**src/pkg/dpt_pkg.sv**
```systemverilog
// Package for the dual channel PWM timer block: register map, fields, reset values and types.
package dpt_pkg;

    localparam int NUM_CHAN = 2;

    // Register indices; the Wishbone byte address is four times the index.
    localparam logic [7:0] IDX_TIMER_ENABLES  = 8'hde;
    localparam logic [7:0] IDX_D_CONTROL      = 8'he1;
    localparam logic [7:0] IDX_D_PERIOD_LOW   = 8'he2;
    localparam logic [7:0] IDX_D_PERIOD_HIGH  = 8'he3;
    localparam logic [7:0] IDX_D_DUTY_LOW     = 8'he4;
    localparam logic [7:0] IDX_D_DUTY_HIGH    = 8'he5;
    localparam logic [7:0] IDX_D_COUNT_LOW    = 8'he6;
    localparam logic [7:0] IDX_D_COUNT_HIGH   = 8'he7;
    localparam logic [7:0] IDX_E_CONTROL      = 8'he9;
    localparam logic [7:0] IDX_E_PERIOD_LOW   = 8'hea;
    localparam logic [7:0] IDX_E_PERIOD_HIGH  = 8'heb;
    localparam logic [7:0] IDX_E_DUTY_LOW     = 8'hec;
    localparam logic [7:0] IDX_E_DUTY_HIGH    = 8'hed;
    localparam logic [7:0] IDX_E_COUNT_LOW    = 8'hee;
    localparam logic [7:0] IDX_E_COUNT_HIGH   = 8'hef;
    localparam logic [7:0] IDX_PIN_ENABLES    = 8'hd0;
    localparam logic [7:0] IDX_IRQ_STATUS     = 8'hd1;
    localparam logic [7:0] IDX_IRQ_MASK       = 8'hd2;
    // Distance between the same register of channel D and channel E.
    localparam logic [7:0] CHAN_STRIDE        = 8'h08;

    // Timer enable register bit positions.
    localparam int BIT_D_TIMER_ON = 0;
    localparam int BIT_E_TIMER_ON = 1;
    localparam int BIT_F_TIMER_ON = 2;
    localparam logic [2:0] TIMER_ENABLES_MASK = 3'h7;

    // Control register fields.
    localparam int BIT_PWM_ON     = 7;
    localparam int BIT_POLARITY   = 5;
    localparam int BIT_CLOCK_PICK = 3;
    localparam int PRESCALE_MSB   = 2;
    localparam logic [7:0] CONTROL_WRITE_MASK = 8'haf;

    // Pin enable register: bit 2c true pin, bit 2c+1 inverted pin of channel c.
    // Status and mask: bit 2c duty hit, bit 2c+1 period hit of channel c.
    localparam int BIT_DUTY_HIT   = 0;
    localparam int BIT_PERIOD_HIT = 1;

    localparam logic [7:0]  RESET_BYTE = 8'h00;
    localparam logic [15:0] RESET_WORD = 16'h0000;

    typedef struct packed {
        logic       pwm_on;
        logic       polarity;
        logic       clock_pick;
        logic [2:0] prescale;
    } dpt_control_t;

    typedef struct packed {
        logic true_pin_output_enable;
        logic inverted_pin_output_enable;
    } dpt_pin_enable_t;

endpackage

```
**src/hw/dpt_pwm_timers.sv**
```systemverilog
// Dual channel 16-bit PWM timer block with a classic Wishbone register slave.
// Behaviour
// RULE1: Timer enable bits 2,1,0 switch channel F,E,D timers; no PWM while clear. Here there is no channel F: bit 2 is only stored.
// RULE2: Both pin enables and timer off: pins left to general I/O.
// RULE3: Both pin enables off, timer on: channel counts as a plain timer.
// RULE4: Pin enabled with timer off: pin taken and held at inactive level.
// RULE5: Timer on: each enabled pin carries the waveform, pins enabled independently.
// RULE6: Control bit 7 enables channel D PWM; resets to 0.
// RULE7: Control bit 5 zero gives high duty time, one gives low duty time.
// RULE8: Control bit 3 picks slow clock at 0, main clock at 1.
// RULE9: Prescale bits 2..0 divide by 1,2,4,8,16,64,128,256; reset 000.
// RULE10: Channel D period is read/write low and high bytes, reset zero.
// RULE11: Channel D duty is read/write low and high bytes, reset zero.
// RULE12: Writing channel D period low byte reloads period and duty into generator.
// RULE13: Channel D running count readable as read-only bytes, reset zero.
// RULE14: Channel E control register matches channel D layout and behaviour.
// RULE15: Channel E period and duty bytes; period low write reloads both.
// RULE16: Channel E running count readable as read-only bytes, reset zero.
// RULE17: Period match sets a sticky per-channel flag until software clears it.
// RULE18: Duty match sets a sticky per-channel flag until software clears it.
// RULE19: Count up from zero per tick; active below duty; restart after period.
//
// The Wishbone interface to the registers is this design's own decision.
`timescale 1ns/1ps

module dpt_pwm_timers
    import dpt_pkg::*;
(
    input  wire logic                clk,
    input  wire logic                rst,
    input  wire logic                slow_clock,
    input  wire logic                main_clock,
    input  wire logic                wb_cyc_i,
    input  wire logic                wb_stb_i,
    input  wire logic                wb_we_i,
    input  wire logic [9:0]          wb_adr_i,
    input  wire logic [3:0]          wb_sel_i,
    input  wire logic [31:0]         wb_dat_i,
    output logic      [31:0]         wb_dat_o,
    output logic                     wb_ack_o,
    output logic      [NUM_CHAN-1:0] true_wave_pin,
    output logic      [NUM_CHAN-1:0] true_wave_pin_oe_n,
    output logic      [NUM_CHAN-1:0] inverted_wave_pin,
    output logic      [NUM_CHAN-1:0] inverted_wave_pin_oe_n,
    output logic                     irq
);

    // Clock inputs are asynchronous to clk and pass two flip-flops before use.
    logic [1:0]            slow_sync;
    logic [1:0]            main_sync;
    logic                  slow_last;
    logic                  main_last;
    logic                  slow_edge;
    logic                  main_edge;

    logic [2:0]            timer_enables;
    dpt_control_t          control   [NUM_CHAN];
    logic [15:0]           period    [NUM_CHAN];
    logic [15:0]           duty      [NUM_CHAN];
    logic [15:0]           act_period[NUM_CHAN];
    logic [15:0]           act_duty  [NUM_CHAN];
    logic [15:0]           count     [NUM_CHAN];
    logic [7:0]            pre_count [NUM_CHAN];
    dpt_pin_enable_t       pin_en    [NUM_CHAN];
    logic [2*NUM_CHAN-1:0] status;
    logic [2*NUM_CHAN-1:0] mask;
    logic [2*NUM_CHAN-1:0] hit_event;

    logic                  bus_req;
    logic                  wr_take;
    logic                  rd_take;
    logic [7:0]            reg_idx;
    logic [7:0]            wr_byte;
    logic [7:0]            next_rd_byte;

    assign bus_req = wb_cyc_i && wb_stb_i && !wb_ack_o;
    assign wr_take = bus_req && wb_we_i && wb_sel_i[0];
    assign rd_take = bus_req && !wb_we_i;
    assign reg_idx = wb_adr_i[9:2];
    assign wr_byte = wb_dat_i[7:0];

    always_ff @(posedge clk)
    begin
        if (rst)
        begin
            slow_sync <= 2'h0;
            main_sync <= 2'h0;
            slow_last <= 1'h0;
            main_last <= 1'h0;
        end
        else
        begin
            slow_sync <= {slow_sync[0], slow_clock};
            main_sync <= {main_sync[0], main_clock};
            slow_last <= slow_sync[1];
            main_last <= main_sync[1];
        end
    end

    assign slow_edge = slow_sync[1] && !slow_last;
    assign main_edge = main_sync[1] && !main_last;

    // Timer enables; channel F has no timer here, its bit is only stored.
    always_ff @(posedge clk)
    begin
        if (rst)
            timer_enables <= 3'h0; // see RULE1
        else if (wr_take && reg_idx == IDX_TIMER_ENABLES)
            timer_enables <= wr_byte[2:0] & TIMER_ENABLES_MASK; // see RULE1
    end

    always_ff @(posedge clk)
    begin
        if (rst)
            mask <= '0;
        else if (wr_take && reg_idx == IDX_IRQ_MASK)
            mask <= wr_byte[2*NUM_CHAN-1:0];
    end

    // Status flags: a hit in the same cycle as the clearing read still sets its bit.
    always_ff @(posedge clk)
    begin
        if (rst)
            status <= '0;
        else if (rd_take && reg_idx == IDX_IRQ_STATUS)
            status <= hit_event; // see RULE17 see RULE18
        else
            status <= status | hit_event; // see RULE17 see RULE18
    end

    always_ff @(posedge clk)
    begin
        if (rst)
            irq <= 1'h0;
        else
            irq <= |(status & mask);
    end

    genvar c;
    generate
        for (c = 0; c < NUM_CHAN; c++)
        begin : g_chan
            localparam logic [7:0] OFS = 8'(c) * CHAN_STRIDE;
            logic       ch_timer_on;
            logic       tick;
            logic [7:0] ratio_m1;
            logic       prescale_done;
            logic       reload;
            logic       pin_drive_true;
            logic       pin_drive_inv;
            logic       active_now;
            logic       level;

            assign ch_timer_on = timer_enables[c]; // see RULE1
            assign reload = wr_take && reg_idx == IDX_D_PERIOD_LOW + OFS; // see RULE12 see RULE15

            always_comb
            begin
                case (control[c].prescale) // see RULE9
                    3'h0:    ratio_m1 = 8'h00;
                    3'h1:    ratio_m1 = 8'h01;
                    3'h2:    ratio_m1 = 8'h03;
                    3'h3:    ratio_m1 = 8'h07;
                    3'h4:    ratio_m1 = 8'h0f;
                    3'h5:    ratio_m1 = 8'h3f;
                    3'h6:    ratio_m1 = 8'h7f;
                    default: ratio_m1 = 8'hff;
                endcase
            end

            // One source edge per clk at most, so the prescaler advances on edges only.
            assign tick = control[c].clock_pick ? main_edge : slow_edge; // see RULE8
            assign prescale_done = tick && pre_count[c] >= ratio_m1;

            always_ff @(posedge clk)
            begin
                if (rst)
                    control[c] <= '0; // see RULE6 see RULE14
                else if (wr_take && reg_idx == IDX_D_CONTROL + OFS)
                begin
                    control[c].pwm_on     <= wr_byte[BIT_PWM_ON];     // see RULE6 see RULE14
                    control[c].polarity   <= wr_byte[BIT_POLARITY];   // see RULE7
                    control[c].clock_pick <= wr_byte[BIT_CLOCK_PICK]; // see RULE8
                    control[c].prescale   <= wr_byte[PRESCALE_MSB:0]; // see RULE9
                end
            end

            always_ff @(posedge clk)
            begin
                if (rst)
                begin
                    period[c] <= RESET_WORD; // see RULE10 see RULE15
                    duty[c]   <= RESET_WORD; // see RULE11 see RULE15
                end
                else if (wr_take)
                begin
                    if (reg_idx == IDX_D_PERIOD_LOW + OFS)
                        period[c][7:0] <= wr_byte;
                    if (reg_idx == IDX_D_PERIOD_HIGH + OFS)
                        period[c][15:8] <= wr_byte;
                    if (reg_idx == IDX_D_DUTY_LOW + OFS)
                        duty[c][7:0] <= wr_byte;
                    if (reg_idx == IDX_D_DUTY_HIGH + OFS)
                        duty[c][15:8] <= wr_byte;
                end
            end

            // The generator works from shadow copies, so half-written values never show.
            always_ff @(posedge clk)
            begin
                if (rst)
                begin
                    act_period[c] <= RESET_WORD;
                    act_duty[c]   <= RESET_WORD;
                end
                else if (reload)
                begin
                    act_period[c] <= {period[c][15:8], wr_byte}; // see RULE12 see RULE15
                    act_duty[c]   <= duty[c];                    // see RULE12 see RULE15
                end
            end

            always_ff @(posedge clk)
            begin
                if (rst || !ch_timer_on)
                    pre_count[c] <= RESET_BYTE;
                else if (prescale_done)
                    pre_count[c] <= RESET_BYTE;
                else if (tick)
                    pre_count[c] <= pre_count[c] + 8'h01;
            end

            // Counting needs only the timer enable, so the channel also serves as a plain timer.
            always_ff @(posedge clk)
            begin
                if (rst || !ch_timer_on)
                    count[c] <= RESET_WORD; // see RULE1 see RULE3 see RULE13 see RULE16
                else if (prescale_done)
                begin
                    if (count[c] >= act_period[c])
                        count[c] <= RESET_WORD; // see RULE19
                    else
                        count[c] <= count[c] + 16'h0001; // see RULE19
                end
            end

            assign hit_event[2*c+BIT_PERIOD_HIT] = ch_timer_on && prescale_done
                                                   && count[c] == act_period[c]; // see RULE17
            assign hit_event[2*c+BIT_DUTY_HIT]   = ch_timer_on && prescale_done
                                                   && count[c] == act_duty[c];   // see RULE18

            always_ff @(posedge clk)
            begin
                if (rst)
                    pin_en[c] <= '0;
                else if (wr_take && reg_idx == IDX_PIN_ENABLES)
                    pin_en[c] <= {wr_byte[2*c], wr_byte[2*c+1]};
            end

            assign pin_drive_true = pin_en[c].true_pin_output_enable;     // see RULE5
            assign pin_drive_inv  = pin_en[c].inverted_pin_output_enable; // see RULE5
            assign active_now     = ch_timer_on && control[c].pwm_on && count[c] < act_duty[c]; // see RULE19
            // Active level is 1 for polarity 0; an idle channel sits at the inactive level.
            assign level          = active_now ^ control[c].polarity; // see RULE7 see RULE4

            always_ff @(posedge clk)
            begin
                if (rst)
                begin
                    true_wave_pin[c]          <= 1'h0;
                    inverted_wave_pin[c]      <= 1'h0;
                    true_wave_pin_oe_n[c]     <= 1'h1; // see RULE2
                    inverted_wave_pin_oe_n[c] <= 1'h1; // see RULE2
                end
                else
                begin
                    true_wave_pin[c]          <= level;         // see RULE4 see RULE5
                    inverted_wave_pin[c]      <= !level;        // see RULE4 see RULE5
                    true_wave_pin_oe_n[c]     <= !pin_drive_true; // see RULE2 see RULE3 see RULE4
                    inverted_wave_pin_oe_n[c] <= !pin_drive_inv;  // see RULE2 see RULE3 see RULE4
                end
            end
        end
    endgenerate

    always_comb
    begin
        next_rd_byte = RESET_BYTE;
        case (reg_idx)
            IDX_TIMER_ENABLES: next_rd_byte = {5'h00, timer_enables};
            IDX_D_CONTROL:     next_rd_byte = {control[0].pwm_on, 1'h0, control[0].polarity, 1'h0,
                                               control[0].clock_pick, control[0].prescale};
            IDX_E_CONTROL:     next_rd_byte = {control[1].pwm_on, 1'h0, control[1].polarity, 1'h0,
                                               control[1].clock_pick, control[1].prescale};
            IDX_D_PERIOD_LOW:  next_rd_byte = period[0][7:0];
            IDX_D_PERIOD_HIGH: next_rd_byte = period[0][15:8];
            IDX_D_DUTY_LOW:    next_rd_byte = duty[0][7:0];
            IDX_D_DUTY_HIGH:   next_rd_byte = duty[0][15:8];
            IDX_D_COUNT_LOW:   next_rd_byte = count[0][7:0];  // see RULE13
            IDX_D_COUNT_HIGH:  next_rd_byte = count[0][15:8]; // see RULE13
            IDX_E_PERIOD_LOW:  next_rd_byte = period[1][7:0];
            IDX_E_PERIOD_HIGH: next_rd_byte = period[1][15:8];
            IDX_E_DUTY_LOW:    next_rd_byte = duty[1][7:0];
            IDX_E_DUTY_HIGH:   next_rd_byte = duty[1][15:8];
            IDX_E_COUNT_LOW:   next_rd_byte = count[1][7:0];  // see RULE16
            IDX_E_COUNT_HIGH:  next_rd_byte = count[1][15:8]; // see RULE16
            IDX_PIN_ENABLES:   next_rd_byte = {4'h0, pin_en[1].inverted_pin_output_enable,
                                               pin_en[1].true_pin_output_enable,
                                               pin_en[0].inverted_pin_output_enable,
                                               pin_en[0].true_pin_output_enable};
            IDX_IRQ_STATUS:    next_rd_byte = {4'h0, status};
            IDX_IRQ_MASK:      next_rd_byte = {4'h0, mask};
            default:           next_rd_byte = RESET_BYTE;
        endcase
    end

    // Every access, mapped or not, is answered one cycle after it is presented.
    always_ff @(posedge clk)
    begin
        if (rst)
        begin
            wb_ack_o <= 1'h0;
            wb_dat_o <= 32'h00000000;
        end
        else
        begin
            wb_ack_o <= bus_req;
            if (rd_take)
                wb_dat_o <= {24'h000000, next_rd_byte};
        end
    end

endmodule

```
**config.mk**
```make
export PLATFORM = sky130hd
export DESIGN_NAME = dpt_pwm_timers
export DESIGN_NICKNAME = d
export VERILOG_FILES = /design/src/pkg/dpt_pkg.sv /design/src/hw/dpt_pwm_timers.sv
export SDC_FILE = /design/constraint.sdc
export NUM_CORES = 1
export LEC_CHECK = 0
export BUFFER_PORTS_ARGS = -buffer_cell sky130_fd_sc_hd__buf_2
export CORE_MARGIN = 5
export CORE_UTILIZATION = 30
export CTS_CLUSTER_SIZE = 24
export DETAILED_ROUTE_END_ITERATION = 10
export PLACE_DENSITY_LB_ADDON = 0.2
export SYNTH_ARGS = -nofsm -noshare
export SYNTH_HDL_FRONTEND = slang
export SYNTH_SLANG_ARGS = --single-unit
```
**constraint.sdc**
```tcl
create_clock -name clk -period 5.8 [get_ports clk]
set_clock_uncertainty 0.15 [all_clocks]
set_input_delay 0.87 -clock clk [delete_from_list [all_inputs] [get_ports clk]]
set_output_delay 0.87 -clock clk [all_outputs]
set_load 0.02 [all_outputs]
```
==> impl_metrics.json, run 1 <==
{
  "fin_total_pwr_mw": 3.39,
  "fill_cells": 4002,
  "met3_length_um": 1620,
  "hold_path_end": "slow_sync[1]",
  "min_period_ns": 3.39,
  "ir_worst_vdd_v": 0.000171,
  "dp_cells": 1626,
  "hold_depth": 1,
  "synth-main-ff-cell": "edfxtp_1",
  "vias": 8195,
  "io_buffer_count": 41,
  "ios": 95,
  "viasPerCell": 4.92,
  "post-route-util_pct": 34.1,
  "die_w_um": 208,
  "reg2reg_depth": 8,
  "grt_use_total_pct": 15.2,
  "worstSetupEndpointType": "flop",
  "die_h_um": 208,
  "ys_types": 61,
  "grt_antenna_before_repair": 2,
  "m1WireLength_um": 15300,
  "gp_congestion": 0.877,
  "cts_root_buf": "clkbuf_16",
  "async_reset_ff_share_pct": 0,
  "stdcell_area_mm2": 0.0132,
  "cts.sinks": 211,
  "start_kind": "flop",
  "dieArea_mm2": 0.0433,
  "drc": 0,
  "core_area_mm2": 0.0387,
  "ys_seq_area_share_pct": 50.8,
  "layout-drive-gt1-share_pct": 9.66,
  "grt_pass1_wl_um": 51100,
  "initial_core_util_pct": 30.4,
  "drv_slew": 0,
  "powerDensity_mw_per_mm2": 257,
  "wl_met2_um": 16000,
  "r2r_slack_ns": 2.41,
  "postCtsSetupBuffers": 0,
  "yosysWarnings": 0,
  "syn-cell-area_mm2": 0.0118,
  "clk_latency_ns": 0.52,
  "max_freq_mhz": 295,
  "layout_common_cells": "edfxtp_1 (176), and2_1 (135), nor2_1 (98), ha_1 (84), inv_1 (73)",
  "crit_arrival_ns": 3.48,
  "whs_ns": 0.290,
  "ys_ff_latch": 211,
  "hp-start": "slow_sync[0]",
  "crit_type": "reg -> reg",
  "clockBufferDepth": 3,
  "area_growth_pct": 12.2,
  "highest_layer": "met4",
  "fin_ws_ns": 2.41,
  "syn_area_per_cell_um2": 10.7,
  "htree_levels": 1,
  "setup_violations": 0,
  "ctsHoldBuffers": 0,
  "finalNetCount": 1270,
  "crit-reg2reg-launch": "control[0][1]",
  "drv_cap": 0,
  "gr-total-overflow": 0,
  "clkSlewWorstSetupHoldPaths_ns": 0.06,
  "final_common_cell": "edfxtp_1",
  "grt_pass1_vias": 8188,
  "cp_max_fo": 16,
  "hold_violations": 0,
  "min_period_over_period_pct": 58.4,
  "cts_buffers": 23,
  "outcome": "finished, final reports clean",
  "slew_headroom_pct": 38.8,
  "grt_max_degree": 41,
  "cp.required_ns": 5.90,
  "cts_resized": 0,
  "wl_per_cell_um": 20.2,
  "drtPass1Iterations": 5,
  "rr_endpoint": "count[0][8]",
  "ant_nets": 0,
  "dp_hpwl_um": 24500,
  "antenna_cells": 0,
  "drtIter0Drc": 539,
  "p_leak_nw": 5.17,
  "post_dp_cell_area_mm2": 0.0125,
  "final_cells": 1667,
  "tns_ns": 0,
  "pre_cts_slack_ns": 2.27,
  "rsz0062_at_grt": "no",
  "wl_um": 33600,
  "synth_edf_count": 176,
  "cts_tree": "done",
  "worst_pin_slew_ns": 0.915,
  "hp-class": "reg -> reg",
  "core.rowCount": 72,
  "syn_inst": 1099
}
[cell type report]
type | count | area, um^2 | share of cell area, %
clock buffer | 29 | 629 | 4.76
clock inverter | 12 | 134 | 1.01
inverter | 73 | 274 | 2.07
multi-input combinational | 773 | 5260 | 39.8
sequential | 211 | 5990 | 45.3
tap | 518 | 648 | 4.90
timing repair buffer | 51 | 280 | 2.12
[per-layer routing]
layer | track usage (%) | vias up
li1 | - | 3954
met1 | 21.2 | 3986
met3 | 1.76 | 49
met2 | 25.3 | 206
met5 | 0 | -
met4 | 4.01 | 0
[flip-flops by register name, summed over array words and instances (netlist names), 4 cells and up]
name / count
act_duty: 32
act_period: 25
control: 12
count: 32
duty: 32
mask: 4
period: 23
pin_en: 4
pre_count: 16
status: 4
wb_dat_o: 8
[worst max path at each step]
| stage | cells after the start | end | from | slack, ns |
|---|---|---|---|---|
| 6_report | 8 | count[0][8] | control[0][1] | 2.41 |
| 3_3_place_gp | 4 | act_period[0][14] | wb_adr_i[6] | 2.30 |
| 2_1_floorplan | 7 | count[0][0] | control[0][2] | 2.51 |
| 3_5_place_dp | 4 | act_period[0][14] | wb_adr_i[6] | 2.27 |
| 4_1_cts | 8 | count[0][8] | control[0][1] | 2.37 |
| 5_1_grt | 8 | count[0][8] | control[0][1] | 2.14 |
[worst max-delay path: stages (launching register included)]
cell      delay [ns]
edfxtp_1        0.53
o21ai_0         0.32
ha_1            0.29
and3_1          0.19
a221o_1         0.31
and3b_1         0.16
a31oi_1         0.43
or4_1           0.60
nor2_1          0.12
[where the power goes]
group | internal [mW] | total (mW) | leakage (nW) | switching, mW
Sequential | 1.67 | 1.70 | 2.19 | 0.0260
Clock | 0.901 | 1.52 | 0.379 | 0.620
Combinational | 0.0505 | 0.177 | 2.60 | 0.126
[Yosys cell counts, drive strengths merged, types with 3 or more instances]
cell,count,share of area [%]
xor2,23,1.7
mux2,4,0.38
o211ai,5,0.32
mux4,5,0.96
a22o,3,0.22
a21o,9,0.57
xnor2,17,1.3
a31o,9,0.67
nor3,18,0.76
o32ai,3,0.22
a211oi,3,0.19
and3,10,0.53
inv,73,2.3
nand2b,12,0.64
o22ai,5,0.27
or4,3,0.19
buf,31,1.9
a22oi,20,1.3
nand2,50,1.6
or3,3,0.16
nor2b,21,1.1
ha,84,8.9
a21oi,54,2.3
or2,5,0.27
edfxtp,176,45
o21ai,25,1.1
clkbuf,34,1.1
dfxtp,35,5.9
a31oi,5,0.27
o31ai,4,0.25
and2,135,7.2
nand4,19,1.0
nand3,32,1.4
o21bai,5,0.32
a32oi,4,0.30
mux2i,26,2.2
nor2,98,3.1
[cell families (layout without fill, tap and decap cells)]
kind of cell | count (synthesis) | in the layout | share of synthesized area (%)
compound gates | 172 | 172 | 9.61
xor+xnor | 40 | 40 | 2.97
fa+ha+maj | 84 | 84 | 8.92
buf+inv | 138 | 165 | 5.35
flops | 211 | 211 | 50.8
mux | 35 | 35 | 3.55
other cells | 1 | 24 | 0.0318
simple gates | 418 | 418 | 18.7
Power figures use the tool's default switching activity.
==> run 2, diff against run 1 <==
==> constraint.sdc (replaced) <==
create_clock -name clk -period 2.9 [get_ports clk]
set_clock_uncertainty 0.15 [all_clocks]
set_input_delay 0.435 -clock clk [delete_from_list [all_inputs] [get_ports clk]]
set_output_delay 0.435 -clock clk [all_outputs]
set_load 0.02 [all_outputs]
==> impl_metrics.json, run 2 (synthesized netlist as in run 1, its figures left out) <==
{
  "crit_chain": "or3_1, ha_1, nand2b_1, a21oi_1, o21ai_1, a31oi_2, or4_1, buf_4, nor2_1",
  "cts_buffers": 25,
  "min_period_over_period_pct": 95.6,
  "fin_total_pwr_mw": 7.12,
  "dieArea_mm2": 0.0433,
  "slew_headroom_pct": 40.5,
  "crit_arrival_ns": 3.02,
  "setup_violations": 0,
  "core_area_mm2": 0.0387,
  "drc": 0,
  "layout_common_cells": "edfxtp_1 (176), and2_1 (135), nor2_1 (98), ha_1 (84), buf_4 (78)",
  "grt_use_total_pct": 15.7,
  "rsz0062_at_grt": "no",
  "clk_latency_ns": 0.55,
  "clkSlewWorstSetupHoldPaths_ns": 0.06,
  "fill_cells": 3909,
  "stdcell_area_mm2": 0.0139,
  "finalNetCount": 1344,
  "outcome": "finished, final reports clean",
  "path_buf_inv": 1,
  "drv_slew": 0,
  "grt_pass1_vias": 8515,
  "hold_violations": 0,
  "die_w_um": 208,
  "fin_ws_ns": 0.127,
  "initial_core_util_pct": 30.4,
  "dp_hpwl_um": 26100,
  "cpMaxStageDelayCell": "or4_1",
  "cp_top_family": "simple AND/OR/NAND/NOR gates",
  "die_h_um": 208,
  "viasPerCell": 4.91,
  "hp-class": "in -> reg",
  "grt_max_degree": 33,
  "cp_slowest_stage_delay_ns": 0.55,
  "max_freq_mhz": 361,
  "wl_um": 34600,
  "ant_nets": 0,
  "p_leak_nw": 5.58,
  "worstSetupEndpointType": "flop",
  "drtPass1Iterations": 5,
  "gr-total-overflow": 0,
  "worst_pin_slew_ns": 0.892,
  "gp_congestion": 0.875,
  "cp.required_ns": 3.14,
  "grt_pass1_wl_um": 52400,
  "ir_worst_vdd_v": 0.000338,
  "vias": 8557,
  "final_common_cell": "edfxtp_1",
  "core.rowCount": 72,
  "layout-drive-gt1-share_pct": 15.3,
  "cts_root_buf": "clkbuf_16",
  "cts.sinks": 211,
  "post_dp_cell_area_mm2": 0.0130,
  "crit_type": "reg -> reg",
  "grt_antenna_before_repair": 1,
  "start_kind": "flop",
  "antenna_cells": 0,
  "wl_per_cell_um": 19.9,
  "io_buffer_count": 41,
  "pre_cts_slack_ns": -0.0294,
  "powerDensity_mw_per_mm2": 512,
  "drv_cap": 0,
  "postCtsSetupBuffers": 0,
  "cts_tree": "done",
  "cp_max_fo": 11,
  "clockBufferDepth": 3,
  "area_growth_pct": 18.1,
  "drtIter0Drc": 641,
  "ios": 95,
  "whs_ns": 0.102,
  "reg_top3": "act_duty (32), count (32), duty (32)",
  "min_period_ns": 2.77,
  "htree_levels": 1
}
run 2: cell types whose count changed in the layout (fill, tap and decap cells not counted), moves of 2 or more:
cell           previous run  this run
clkinv_1                  3         6
o21ai_1                   2         5
buf_4                    10        78
buf_12                    0         2
clkbuf_1                  4         2
dlygate4sd3_1             0         2
inv_4                     2         0
bufinv_16                 3         5
clkinv_2                  4         2
o21ai_0                  23        20
clkinvlp_4                0         3
run 2: path summary, 6_finish.rpt:
| kind | from | to | slack [ns] | depth (start not counted) |
|---|---|---|---|---|
| worst max-delay path | control[0][1] | count[0][13] | 0.13 | 9 |
| worst max register to register | control[0][1] | count[0][13] | 0.13 | 9 |
| worst min register to register | main_sync[0] | main_sync[1] | 0.29 | 1 |
| worst min-delay path | wb_stb_i | wb_ack_o | 0.10 | 3 |
run 2: final cells by class:
type	count	area (um^2)	share of cell area, %
Sequential cell	211	5990	43.0
Tap cell	518	648	4.66
Clock buffer	28	647	4.65
Multi-Input combinational cell	773	5280	38.0
Inverter	73	274	1.97
Timing Repair Buffer	123	851	6.12
Clock inverter	18	223	1.60
run 2: through the flow:
stage | util (%) | TNS [ns] | std cells
2_1_floorplan | - | 0 | 1122
3_3_place_gp | 33.6 | 0 | 1696
3_5_place_dp | 33.6 | -0.219 | 1696
4_1_cts | 35.9 | 0 | 1744
5_1_grt | 35.9 | 0 | 1744
6_report | 35.9 | 0 | 1744
run 2: repair_timing:
item / 4_1_cts / 5_1_grt
hold buffers: 2 / 0
pin swaps: 0 / 1
resized for setup: 1 / 5
endpoints found under the setup margin: 11 / 26
endpoints found under the hold margin: 2 / 0
run 2: worst register-to-register path, delay by kind of cell, from the launching register on:
| family | cells | cell delay, ns |
|---|---|---|
| compound gates | 3 | 0.44 |
| buf+inv | 1 | 0.20 |
| fa+ha+maj | 1 | 0.27 |
| simple gates | 4 | 1.14 |
| flops | 1 | 0.43 |
run 2: where the power goes:
| part | switching (mW) | internal, mW | total [mW] |
|---|---|---|---|
| logic | 0.271 | 0.124 | 0.395 |
| clock network | 1.29 | 2.05 | 3.34 |
| registers | 0.0456 | 3.34 | 3.38 |
run 2: layer usage:
layer  part of all wire [%]  global-route usage (%)  vias up
met4                    3.7                    5.87        0
met3                    5.4                    1.91       58
li1                       -                       -     4102
met1                     45                    21.5     4134
met2                     46                    25.4      263
met5                      0                       0        -
==> run 3, diff against run 2 <==
--- a/config.mk
+++ b/config.mk
@@ -5,12 +5,14 @@
 export SDC_FILE = /design/constraint.sdc
 export NUM_CORES = 1
 export LEC_CHECK = 0
+export ABC_AREA = 1
 export BUFFER_PORTS_ARGS = -buffer_cell sky130_fd_sc_hd__buf_2
 export CORE_MARGIN = 5
 export CORE_UTILIZATION = 30
 export CTS_CLUSTER_SIZE = 24
 export DETAILED_ROUTE_END_ITERATION = 10
 export PLACE_DENSITY_LB_ADDON = 0.2
+export SLEW_MARGIN = 20
 export SYNTH_ARGS = -nofsm -noshare
 export SYNTH_HDL_FRONTEND = slang
 export SYNTH_SLANG_ARGS = --single-unit
==> impl_metrics.json, run 3 <==
{
  "dieArea_mm2": 0.0439,
  "powerDensity_mw_per_mm2": 497,
  "ir_worst_vdd_v": 0.000532,
  "worst_pin_slew_ns": 0.825,
  "reg2reg_depth": 11,
  "ys_seq_area_share_pct": 50.1,
  "synth-xor-area-share_pct": 1.91,
  "drv_slew": 0,
  "layout-drive-gt1-share_pct": 9.37,
  "gr-max-usage-layer": "met2",
  "syn-cell-area_mm2": 0.0120,
  "cp_max_fo": 8,
  "hp-start": "wb_stb_i",
  "outcome": "finished, final reports clean",
  "cp_slowest_stage_delay_ns": 0.50,
  "final_common_cell": "nor2_1",
  "die_h_um": 210,
  "synth_edf_count": 176,
  "drc": 0,
  "p_leak_nw": 6.03,
  "layout_common_cells": "nor2_1 (271), nand2_1 (215), inv_1 (213), edfxtp_1 (176), nand3_1 (113)",
  "crit-reg2reg-launch": "control[1][2]",
  "r2r_slack_ns": 0.41,
  "gr-total-overflow": 0,
  "core_area_mm2": 0.0395,
  "hold_depth": 5,
  "grt_use_total_pct": 15.4,
  "path_common_cell": "nand2_1",
  "hold_violations": 0,
  "grt_util_met1_pct": 22.1,
  "rr_endpoint": "pre_count[1][1]",
  "whs_ns": 0.0965,
  "grt_pass1_wl_um": 53300,
  "dp_hpwl_um": 25700,
  "netlist_top_cells_count": "nor2_1 (271), nand2_1 (215), inv_1 (213), edfxtp_1 (176), nand3_1 (113)",
  "viasPerCell": 4.66,
  "wl_per_cell_um": 17.1,
  "crit_arrival_ns": 2.51,
  "antenna_cells": 0,
  "cpMaxStageDelayCell": "edfxtp_1",
  "grtUsageMet3_pct": 3.20,
  "rsz0062_at_grt": "no",
  "use_met2_pct": 24.2,
  "path_buf_inv": 1,
  "dp_cells": 1969,
  "synth_top_cell_area_share_pct": 44.2,
  "ios": 95,
  "reg_top3": "act_duty (32), count (32), duty (32)",
  "cts_tree": "done",
  "drv_cap": 0,
  "grt_antenna_before_repair": 4,
  "die_w_um": 210,
  "hold_path_end": "wb_ack_o",
  "post-route-util_pct": 34.7,
  "post_dp_cell_area_mm2": 0.0129,
  "muxShareOfSynthArea_pct": 0,
  "min_period_over_period_pct": 86.0,
  "yosysWarnings": 0,
  "async_reset_ff_share_pct": 0,
  "ys_types": 37,
  "cp.required_ns": 2.91,
  "cp_top_family": "simple AND/OR/NAND/NOR gates",
  "synth_area_leaders": "edfxtp_1 (44%), ha_1 (8.8%), nor2_1 (8.5%)",
  "final_cells": 2019,
  "synth-main-ff-cell": "edfxtp_1",
  "cts.sinks": 211,
  "initial_core_util_pct": 30.2,
  "crit_type": "reg -> reg",
  "clk_latency_ns": 0.53,
  "grt_max_degree": 89,
  "synth-compound-area-share_pct": 5.16,
  "clkSlewWorstSetupHoldPaths_ns": 0.06,
  "crit_chain": "nor2_1, nand2_1, ha_1, inv_1, a21boi_0, o21bai_1, nand2_1, nand2_1, nand2_1, nand2_1, nand3_1",
  "max_freq_mhz": 401,
  "finalNetCount": 1611,
  "core.rowCount": 73,
  "yosys.area_share.simple_pct": 24.3,
  "vias": 9409,
  "synth_largest_area_cell": "edfxtp_1",
  "fill_cells": 4096,
  "syn_inst": 1398,
  "setup_violations": 0,
  "fin_ws_ns": 0.405,
  "synthAdderAreaFrac_pct": 8.79,
  "pre_cts_slack_ns": 0.389,
  "min_period_ns": 2.49,
  "drtIter0Drc": 868,
  "fin_total_pwr_mw": 6.82,
  "cts_root_buf": "clkbuf_16",
  "hp-class": "in -> reg",
  "clockBufferDepth": 3,
  "stdcell_area_mm2": 0.0137,
  "slew_headroom_pct": 44.9,
  "worstSetupEndpointType": "flop",
  "drtPass1Iterations": 6,
  "grt_pass1_vias": 9119,
  "start_kind": "flop",
  "wl_um": 34500,
  "htree_levels": 1,
  "tns_ns": 0,
  "area_growth_pct": 14.8,
  "syn_area_per_cell_um2": 8.55,
  "synth_top_family_by_area": "simple AND/OR/NAND/NOR gates",
  "yosysMostFrequentCell": "nor2_1",
  "ant_nets": 0,
  "ys_ff_latch": 211,
  "io_buffer_count": 41,
  "cts_buffers": 26,
  "gp_congestion": 0.862
}
-- run 3: layout make-up --
cell class / count / area [um^2] / share of cell area [%]
multi-input combinational: 933 / 4900 / 35.7
clock buffer: 45 / 793 / 5.78
timing repair buffer: 79 / 533 / 3.89
inverter: 223 / 837 / 6.10
sequential: 211 / 5990 / 43.6
clock inverter: 3 / 16.3 / 0.119
tap: 525 / 657 / 4.79
-- run 3: report_power, final --
part           total (mW)  internal [mW]  switching, mW
combinational       0.352         0.0876          0.265
sequential           3.38           3.34         0.0417
clock                3.09           1.84           1.25
-- run 3: cells by family after synthesis --
group / after synthesis
other cells: 1
buf+inv: 277
simple gates: 681
flops: 211
xor+xnor: 26
fa+ha+maj: 84
compound gates: 118
-- run 3: worst reg2reg max path: stages, from the launching register on --
cell and delay (ns):
edfxtp_1 0.50, nor2_1 0.21, nand2_1 0.09, ha_1 0.28, inv_1 0.05, a21boi_0 0.06
o21bai_1 0.12, nand2_1 0.08, nand2_1 0.08, nand2_1 0.05, nand2_1 0.13, nand3_1 0.35
-- run 3: worst max path at each step --
stage	start	to	slack (ns)	cells past startpoint
2_1_floorplan	rst	act_duty[0][0]	0.43	5
3_3_place_gp	control[1][2]	pre_count[1][4]	0.40	11
3_5_place_dp	control[1][2]	pre_count[1][0]	0.39	11
4_1_cts	control[1][2]	pre_count[1][1]	0.38	11
5_1_grt	control[1][2]	count[1][12]	0.15	14
6_report	control[1][2]	pre_count[1][1]	0.41	11
-- run 3: metal layers --
| metal | part of all wire (%) | vias up |
|---|---|---|
| met2 | 43 | 307 |
| met4 | 2.2 | 8 |
| met1 | 47 | 4344 |
| met3 | 7.4 | 54 |
| met5 | 0.17 | - |
| li1 | - | 4696 |
-- run 3: repair_timing --
item,4_1_cts,5_1_grt
buffers inserted,0,0
hold endpoints to repair,2,0
endpoints found under the setup margin,0,0
gates resized for setup,0,0
hold buffers,2,0
